File: src/lsd_consts.vh
`ifndef LSD_CONSTS_VH
`define LSD_CONSTS_VH

// Panel geometry
`define LSD_NUM_SEGS      32
`define LSD_NUM_BPS       3
`define LSD_DISP_BITS     96

// Serial frame: 96 display bits, then blank, sleep, bias
`define LSD_FRAME_BITS    99
`define LSD_BIT_BLANK     2
`define LSD_BIT_SLEEP     1
`define LSD_BIT_BIAS      0

// Timebase: frame length and backplane slot in oscillator periods
`define LSD_FRAME_DIV     384
`define LSD_SLOT_LEN      128
`define LSD_SLOT_SHIFT    7

// Link FIFO
`define LSD_FIFO_DEPTH    4
`define LSD_FIFO_WIDTH    2

`endif

File: src/lsd_driver.v
`timescale 1ns/100ps
`default_nettype none
`include "lsd_consts.vh"

module lsd_driver #(
    parameter NUM_SEGS = `LSD_NUM_SEGS,
    parameter NUM_BPS  = `LSD_NUM_BPS,
    parameter FBITS    = `LSD_FRAME_BITS,
    parameter FDEPTH   = `LSD_FIFO_DEPTH
) (
    // Clock and reset
    input  wire                clk_i,
    input  wire                resetn_i,
    // Pins from the host
    input  wire                clear_bar_input_i,
    input  wire                xfer_select_i,
    input  wire                shift_clock_i,
    input  wire                serial_in_i,
    // Timebase pin
    input  wire                osc_i,
    // Panel drive
    output reg  [NUM_SEGS-1:0] segment_output_o,
    output reg  [NUM_BPS-1:0]  backplane_drive_o,
    output reg                 drive_polarity_o,
    output reg                 bias_half_o,
    // Status
    output reg                 sleep_o,
    output reg                 blank_o,
    output reg                 overrun_o
);
    // Two-stage synchronisers: clear, select, clock, data, oscillator
    reg  [4:0]        sync1_q;
    reg  [4:0]        sync2_q;
    reg  [4:0]        prev_q;
    wire              clr_n;
    wire              sel;
    wire              sck;
    wire              sdi;
    wire              osc;

    reg  [FBITS-1:0]  shift_q;
    reg  [FBITS-1:0]  pat_q;
    reg  [8:0]        div_q;
    reg               pol_q;

    wire              shift_rise;
    wire              sel_fall;
    wire              osc_rise;
    wire              push_valid;
    wire [1:0]        push_data;
    wire              push_ready;
    wire              pop_valid;
    wire [1:0]        pop_data;
    wire [1:0]        slot;
    wire              pat_sleep;
    wire              pat_blank;
    wire [NUM_SEGS-1:0] seg_on;

    assign clr_n = sync2_q[4];
    assign sel   = sync2_q[3];
    assign sck   = sync2_q[2];
    assign sdi   = sync2_q[1];
    assign osc   = sync2_q[0];

    always @(posedge clk_i or negedge resetn_i) begin
        if (!resetn_i) begin
            sync1_q <= 5'h10;
            sync2_q <= 5'h10;
            prev_q  <= 5'h10;
        end else begin
            sync1_q <= {clear_bar_input_i, xfer_select_i, shift_clock_i, serial_in_i, osc_i};
            sync2_q <= sync1_q;
            prev_q  <= sync2_q;
        end
    end

    // Only rising edges of the shift clock count, so either idle level works
    assign shift_rise = sck & ~prev_q[2] & sel & clr_n;
    assign sel_fall   = ~sel & prev_q[3] & clr_n;
    assign osc_rise   = osc & ~prev_q[0];

    // Latch marker travels behind the data bits so it never overtakes them
    assign push_valid = shift_rise | sel_fall;
    assign push_data  = {sel_fall, sdi};
    // Drained during clear as well: events queued before the clear are thrown
    // away by the clear branch below instead of landing after it

    lsd_fifo #(
        .WIDTH (`LSD_FIFO_WIDTH),
        .DEPTH (FDEPTH),
        .AW    (2)
    ) u_fifo (
        .clk_i       (clk_i),
        .resetn_i    (resetn_i),
        .in_valid_i  (push_valid),
        .in_ready_o  (push_ready),
        .in_data_i   (push_data),
        .out_valid_o (pop_valid),
        .out_ready_i (1'b1),
        .out_data_o  (pop_data)
    );

    always @(posedge clk_i or negedge resetn_i) begin
        if (!resetn_i) begin
            shift_q   <= {FBITS{1'b0}};
            pat_q     <= {FBITS{1'b0}};
            overrun_o <= 1'b0;
        end else if (!clr_n) begin
            shift_q   <= {FBITS{1'b0}};
            pat_q     <= {FBITS{1'b0}};
            overrun_o <= 1'b0;
        end else begin
            if (pop_valid && pop_data[1]) begin
                pat_q <= shift_q;
            end else if (pop_valid) begin
                shift_q <= {shift_q[FBITS-2:0], pop_data[0]};
            end
            // Sticky until clear: a lost bit corrupts the whole pattern
            // At one push and one pop per clock it stays low; kept as a guard
            if (push_valid && !push_ready) begin
                overrun_o <= 1'b1;
            end
        end
    end

    assign pat_sleep = pat_q[`LSD_BIT_SLEEP];
    assign pat_blank = pat_q[`LSD_BIT_BLANK];

    // Timebase; cleared and held at zero in sleep and during clear
    always @(posedge clk_i or negedge resetn_i) begin
        if (!resetn_i) begin
            div_q <= 9'h000;
            pol_q <= 1'b0;
        end else if (!clr_n || pat_sleep) begin
            div_q <= 9'h000;
            pol_q <= 1'b0;
        end else if (osc_rise) begin
            if (div_q == `LSD_FRAME_DIV - 1) begin
                div_q <= 9'h000;
                pol_q <= ~pol_q;
            end else begin
                div_q <= div_q + 9'h001;
            end
        end
    end

    // Slot 0 is backplane 1, slot 2 is backplane 3
    assign slot = div_q[8:`LSD_SLOT_SHIFT];

    genvar n;
    generate
        for (n = 0; n < NUM_SEGS; n = n + 1) begin : g_seg
            assign seg_on[n] = pat_q[96 - 3*n + slot];
        end
    endgenerate

    always @(posedge clk_i or negedge resetn_i) begin
        if (!resetn_i) begin
            segment_output_o  <= {NUM_SEGS{1'b0}};
            backplane_drive_o <= {NUM_BPS{1'b0}};
            drive_polarity_o  <= 1'b0;
            bias_half_o       <= 1'b0;
            sleep_o           <= 1'b0;
            blank_o           <= 1'b0;
        end else begin
            bias_half_o <= pat_q[`LSD_BIT_BIAS];
            sleep_o     <= pat_sleep;
            blank_o     <= pat_blank;
            if (pat_sleep) begin
                segment_output_o  <= {NUM_SEGS{1'b0}};
                backplane_drive_o <= {NUM_BPS{1'b0}};
                drive_polarity_o  <= 1'b0;
            end else begin
                // Segment level is dot state relative to frame polarity
                segment_output_o  <= (pat_blank ? {NUM_SEGS{1'b0}} : seg_on)
                                     ^ {NUM_SEGS{pol_q}};
                backplane_drive_o <= (3'h1 << slot) ^ {NUM_BPS{pol_q}};
                drive_polarity_o  <= pol_q;
            end
        end
    end
endmodule // lsd_driver

`default_nettype wire

File: src/lsd_fifo.v
`timescale 1ns/100ps
`default_nettype none

module lsd_fifo #(
    parameter WIDTH = 2,
    parameter DEPTH = 4,
    parameter AW    = 2
) (
    // Clock and reset
    input  wire             clk_i,
    input  wire             resetn_i,
    // Fill side
    input  wire             in_valid_i,
    output wire             in_ready_o,
    input  wire [WIDTH-1:0] in_data_i,
    // Drain side
    output wire             out_valid_o,
    input  wire             out_ready_i,
    output wire [WIDTH-1:0] out_data_o
);
    reg [WIDTH-1:0] mem_q [0:DEPTH-1];
    reg [AW-1:0]    wr_q;
    reg [AW-1:0]    rd_q;
    reg [AW:0]      cnt_q;
    wire            push;
    wire            pop;
    integer         i;

    assign in_ready_o  = (cnt_q != DEPTH[AW:0]);
    assign out_valid_o = (cnt_q != {(AW+1){1'b0}});
    assign out_data_o  = mem_q[rd_q];
    assign push        = in_valid_i & in_ready_o;
    assign pop         = out_valid_o & out_ready_i;

    always @(posedge clk_i or negedge resetn_i) begin
        if (!resetn_i) begin
            wr_q  <= {AW{1'b0}};
            rd_q  <= {AW{1'b0}};
            cnt_q <= {(AW+1){1'b0}};
            for (i = 0; i < DEPTH; i = i + 1) begin
                mem_q[i] <= {WIDTH{1'b0}};
            end
        end else begin
            if (push) begin
                mem_q[wr_q] <= in_data_i;
                wr_q        <= (wr_q == DEPTH[AW-1:0] - 1'b1) ? {AW{1'b0}} : wr_q + 1'b1;
            end
            if (pop) begin
                rd_q <= (rd_q == DEPTH[AW-1:0] - 1'b1) ? {AW{1'b0}} : rd_q + 1'b1;
            end
            if (push && !pop) begin
                cnt_q <= cnt_q + 1'b1;
            end else if (pop && !push) begin
                cnt_q <= cnt_q - 1'b1;
            end
        end
    end
endmodule // lsd_fifo

`default_nettype wire
File: config.mk
export PLATFORM = sky130hd
export DESIGN_NAME = lsd_driver
export DESIGN_NICKNAME = d
export VERILOG_FILES = /design/src/lsd_driver.v /design/src/lsd_fifo.v
export VERILOG_INCLUDE_DIRS = /design/src /design/src/src
export SDC_FILE = /design/constraint.sdc
export NUM_CORES = 1
export LEC_CHECK = 0
export ABC_AREA = 1
export BUFFER_PORTS_ARGS = -buffer_cell sky130_fd_sc_hd__buf_2
export CORE_ASPECT_RATIO = 0.6
export CORE_UTILIZATION = 60
export CTS_CLUSTER_DIAMETER = 100
export DETAILED_ROUTE_END_ITERATION = 10
export HOLD_SLACK_MARGIN = 0.15
export PLACE_DENSITY = 0.8
export SYNTH_ARGS = -nofsm -noshare
export SYNTH_HDL_FRONTEND = slang
export SYNTH_SLANG_ARGS = --single-unit
File: constraint.sdc
create_clock -name clk_i -period 3.42 [get_ports clk_i]
set_clock_uncertainty 0.15 [all_clocks]
set_input_delay 0 -clock clk_i [delete_from_list [all_inputs] [get_ports clk_i]]
set_output_delay 0 -clock clk_i [all_outputs]
set_load 0.005 [all_outputs]
# Word level (Yosys, flattened, before mapping)

Cells that the tools add are included.

Flip-flop bits (word level): 277
Word-level logic and storage cells: 225
Output and inout bits: 40
Input bits: 7

Shifts and indexed selects: 1
Reduce and logical (&&, ||, !) cells: 16
Equality and inequality tests: 8
Bitwise operators: 16
Muxes and demuxes: 91
Order comparisons: 35
Add/sub/neg operators: 37

Operators by type and width:

| operator                                                                     | count |
|---|---|
| 99-bit two-way mux                                                           | 5 |
| 1-bit binary-select mux with 7-bit select                                    | 32 |
| 7-bit by 2-bit adder with 8-bit output, first input constant                 | 11 |
| 7-bit by 8-bit less-than comparator with 1-bit output, second input constant | 11 |
| 8-bit less-than comparator, second input constant                            | 11 |
| 6-bit by 2-bit adder with 7-bit output, first input constant                 | 11 |
| 32-bit two-way mux                                                           | 2 |
| 6-bit by 8-bit less-than comparator with 1-bit output, second input constant | 5 |
| 1-bit two-way mux                                                            | 38 |
| 32-bit XOR                                                                   | 1 |
| 5-bit by 2-bit adder with 6-bit output, first input constant                 | 5 |
| 9-bit two-way mux                                                            | 3 |
| 5-bit by 8-bit less-than comparator with 1-bit output, second input constant | 3 |
| 4-bit by 2-bit adder with 5-bit output, first input constant                 | 3 |
| 2-bit two-way mux                                                            | 5 |
| 9-bit by 1-bit adder with 9-bit output, second input constant                | 1 |
| 9-bit equality test, second input constant                                   | 1 |
| 3-bit two-way mux                                                            | 3 |
| 8-bit bitwise mux                                                            | 1 |
| 3-bit by 8-bit less-than comparator with 1-bit output, second input constant | 1 |
| 4-bit by 8-bit less-than comparator with 1-bit output, second input constant | 1 |
| 1-bit bitwise AND                                                            | 7 |
| 3-bit greater-or-equal comparator, second input constant                     | 2 |
| 2-bit by 1-bit != test with 1-bit output, second input constant              | 3 |
| other kinds (22)                                                             | 38 |

# Longest topological paths before layout

Depth in word-level cells: 10
Gate-level depth with buffers: 14
Depth with buffers taken out: 12

# Cells and area by module

Synthesis repeated with hierarchy kept, for this count alone.

Cell total of the unflattened synthesis: 1644
Area total of the unflattened synthesis: 12949.9 µm²

Modules (own cells, without submodules):

| module     | instances | area each (µm²) | cells each | seq. area each (µm²) |
|---|---|---|---|---|
| lsd_driver | 1         | 12089.1         | 1543       | 6533.8 |
| lsd_fifo   | 1         | 860.8           | 101        | 375.4 |

# Worst setup path after synthesis

OpenSTA, ideal clock, no wires.

Kind: reg-to-reg
Start point: reg sync2_q[4]
End point: reg u_fifo.cnt_q[2]
Library setup time: 0.131 ns
Buffers on the path: 0
Stages on the path, launching flop included: 13
Required time: 3.139 ns
Data arrival time: 2.044 ns
Slack: 1.095 ns
Path through: dfstp_2 -> inv_2 -> nor2_1 -> nand2_1 -> o21ai_1 -> nand2_1 -> inv_1 -> ha_1 -> inv_1 -> fa_1 -> a21oi_1 -> o21ai_0 -> xor2_1

Cells in the longest elaborated chain, start to end: 6

RTL lines:

| what                                        | line                             | source |
|---|---|---|
| start: declaration                          | lsd_driver.v:33                  | `reg [4:0] sync2_q;` |
| start signal: assignment                    | lsd_driver.v:72                  | `sync2_q <= sync1_q;` |
| 1-bit bitwise AND, on equally long branches | lsd_driver.v:78, lsd_driver.v:79 |  |
| 1-bit bitwise OR (*)                        | lsd_driver.v:83                  | `assign push_valid = shift_rise \| sel_fall;` |
| 1-bit bitwise AND (*)                       | lsd_fifo.v:32                    | `assign push = in_valid_i & in_ready_o;` |
| named net u_fifo.push                       | lsd_fifo.v:25                    | `wire push;` |
| 1-bit zero test                             | lsd_fifo.v:53                    | `end else if (pop && !push) begin` |
| 1-bit logical AND                           | lsd_fifo.v:53                    |  |
| 2-bit nonzero test (no line)                | --                               |  |
| end signal: assignment                      | lsd_fifo.v:39                    | `cnt_q <= {(AW+1){1'b0}};` |
| end signal: assignment                      | lsd_fifo.v:52                    | `cnt_q <= cnt_q + 1'b1;` |
| end signal: assignment                      | lsd_fifo.v:54                    | `cnt_q <= cnt_q - 1'b1;` |
| end: declaration                            | lsd_fifo.v:24                    | `reg [AW:0] cnt_q;` |

The timed path passes the listed nets; every way through them passes the cells marked *.
A chain may end at the register's enable or synchronous reset.

# Worst setup path in the final report

Same ends and word-level chain as after synthesis.

==> out/metrics.yaml <==
logic_synthesis:
  syn-num-nets: 1637
  synth_common_cells: "nand2_1, dfrtp_1, inv_1"
  synth_top_area_share: 0.5102
  syn_avg_cell_area_um2: 8.305
  synth_enable_flop_cells: 0
  synth.area.top_cells: "dfrtp_1, nand2_1, o21ai_2, nand3_1, inv_1"
  synthArstFlopShare: 1.000
  ys_seq_area_frac: 0.5142
  synth.largest_area_cell: "dfrtp_1"
  synthCells: 1618
  yosys_warnings: 0
  synth.most_common_cell: "nand2_1"
  synth-main-ff-cell: "dfrtp_1"
  syn_area_mm2: 0.01344
  synth-seq-cells: 276
  ys_types: 34
detailed_routing:
  via_per_inst: 5.465
  drt_iter0_drc: 979
  drcViolationCount: 0
  wl_per_cell_um: 15.65
  vias: 10510
  wl_um: 30090
  ant_nets: 0
  drt_pass1_iterations: 5
floorplan:
  die_x_um: 195.2
  core_mm2: 0.02149
  design.die.area_mm2: 0.02302
  die_height_um: 117.9
  ios: 47
  rows: 41
  start_util: 0.6252
cts:
  clk_path_buf_depth: 3
  cts.repair.resized: 0
  cts_setup_buffers: 0
  cts_sinks: 276
  clock_latency_ns: 0.53
  root_buffer: "clkbuf_16"
  htreeDepth: 1
  clk_pin_slew_ns: 0.07
  cts_buffers: 25
  cts_tree: "done"
sta:
  grt_setup_unrepaired: "no"
  tightest_slew_ns: 0.9949
  hold_viol_final: 0
  slew_violations: 0
  fmax_ghz: 0.3611
  fin_crit_sh: 0.8098
  setup_viol: 0
  setup_tns_ns: 0
  finalCriticalPeriod_ns: 2.770
  slew_headroom: 0.3367
grt:
  grt_max_degree: 138
  grt_pass1_vias: 10078
  grt_usage: 0.2708
  grt_pass1_wl_um: 50480
  grt_antenna_before_repair: 0
  grt-ovfl-total: 0
setup_path:
  cpMaxStageDelayCell: "dfstp_4"
  worstRegToRegCells: 12
  cp_top_family: "flip-flops"
  cp.arrival_ns: 3.03
  endpoint_kind: "flop"
  cp_max_fo: 8
  path_depth: 12
  crit_required_ns: 3.68
  path_buf_inv: 3
  rr_startpoint: "sync2_q[4]$_DFF_PN1_"
  max_stage_delay_ns: 0.65
  critPathLaunchType: "flop"
  cp_cell_sequence: "inv_2 -> nor2_1 -> nand2_1 -> o21ai_1 -> nand2_1 -> inv_1 -> ha_1 -> inv_1 -> fa_1 -> a21oi_1 -> o21ai_0 -> xor2_1"
  r2r_end: "u_fifo.cnt_q[2]$_DFFE_PN0P_"
  endpoint: "u_fifo.cnt_q[2]$_DFFE_PN0P_"
  rrSetupSlack_ns: 0.65
  startpoint: "sync2_q[4]$_DFF_PN1_"
  path_class: "reg2reg"
layout:
  layout-drive-gt1-share: 0.1405
  fin_util: 0.6809
  num_antenna_cells: 0
  area_delta_synth_final_pct: 8.911
  fillers: 1687
  finish.net_count: 1646
power:
  ir_drop_mv: 0.8276
  power_density_mw_per_mm2: 674.9
  p_leak_nw: 7.472
hold_path:
  hold_path.class: "reg2reg"
place:
  hpwl_um: 18200
  portBuffers: 46
  place.gp.congestion: 0.8469
run_status:
  status: "completed"
run:
  maxCapViolCount: 0
-- worst reg2reg max path, cell delays in order, from the launching register on --
cell     delay, ns
dfstp_4       0.65
inv_2         0.05
nor2_1        0.08
nand2_1       0.14
o21ai_1       0.18
nand2_1       0.22
inv_1         0.18
ha_1          0.16
inv_1         0.06
fa_1          0.38
a21oi_1       0.15
o21ai_0       0.11
xor2_1        0.15
-- layout by cell type, fill, tap and decap left out, types with 25 or more instances in the layout --
cell type,count
a21oi_1,44
buf_2,45
clkbuf_16,25
dfrtp_1,272
inv_1,175
nand2_1,511
nand3_1,138
nor2_1,78
o211ai_1,28
o21ai_0,95
o21ai_2,101
-- flip-flops by register name (all words and copies together) (netlist names), 3 cells and up --
signal,cells
pat_q,99
shift_q,99
segment_output_o,32
div_q,9
u_fifo.mem_q,8
sync1_q,5
sync2_q,5
backplane_drive_o,3
prev_q,3
u_fifo.cnt_q,3
-- area by class of cell --
cell class	count	area [um^2]	area share
flip-flops and latches	276	6918	0.4727
multi-input cells	1057	5210	0.3560
clock buffers	35	713.2	0.04873
inverters	183	686.9	0.04694
repair buffers	84	650.6	0.04446
well taps	279	349.1	0.02385
clock inverters	9	107.6	0.007352
-- logic make-up (layout without fill, tap and decap cells) --
logic type	count (synthesis)	in the layout	synth area share
flip-flops	276	276	0.5142
XOR/XNOR	7	7	0.004562
AND/OR/NAND/NOR	745	745	0.2258
AO/OA/AOI/OAI	293	293	0.1442
buffers and inverters	285	311	0.09953
adder cells (fa/ha/maj)	12	12	0.01173
-- worst min-delay path by stage --
stage,startpoint,endpoint,slack (ns),cells past startpoint
2_1_floorplan,resetn_i,backplane_drive_o[0]$_DFF_PN0_,-0.45,0
3_3_place_gp,resetn_i,shift_q[65]$_DFFE_PN0P_,-0.11,1
3_5_place_dp,resetn_i,shift_q[65]$_DFFE_PN0P_,-0.1,1
4_1_cts,sync1_q[3]$_DFF_PN0_,sync2_q[3]$_DFF_PN0_,0.20,0
5_1_grt,sync1_q[3]$_DFF_PN0_,sync2_q[3]$_DFF_PN0_,0.21,0
6_report,sync1_q[3]$_DFF_PN0_,sync2_q[3]$_DFF_PN0_,0.20,0
-- per-stage QoR --
stage	hold WS, ns	setup WS [ns]	power (mW)	cell area (um^2)	cells
floorplan	-0.4456	1.095	6.548	13440	1618
global placement	-0.1096	0.8889	7.005	13670	1866
detailed placement	-0.09957	0.7609	7.059	13670	1866
CTS	0.2015	0.6709	9.906	14640	1923
global route	0.2126	0.4689	10.44	14640	1923
finish	0.2003	0.6504	9.877	14640	1923
-- where the power goes --
group / switching [mW] / leakage [nW] / total [mW] / internal (mW)
logic: 2.15 / 3.35 / 2.95 / 0.800
registers: 0.347 / 3.73 / 4.10 / 3.76
clock network: 1.22 / 0.398 / 2.83 / 1.61
total: 3.71 / 7.47 / 9.88 / 6.16
-- layer usage --
layer  global-route usage  vias up  share of wire
li1                     -     5143              -
met1               0.4057     4943           0.47
met2               0.4007      374           0.43
met3              0.05358       50          0.084
met4              0.07382        0          0.019
met5                    0        -              0
-- timing repair --
item / CTS / global route
endpoints found under the hold margin: 279 / 0
hold buffers: 13 / 0
setup endpoints to repair: 0 / 0
Power figures use the tool's default switching activity.
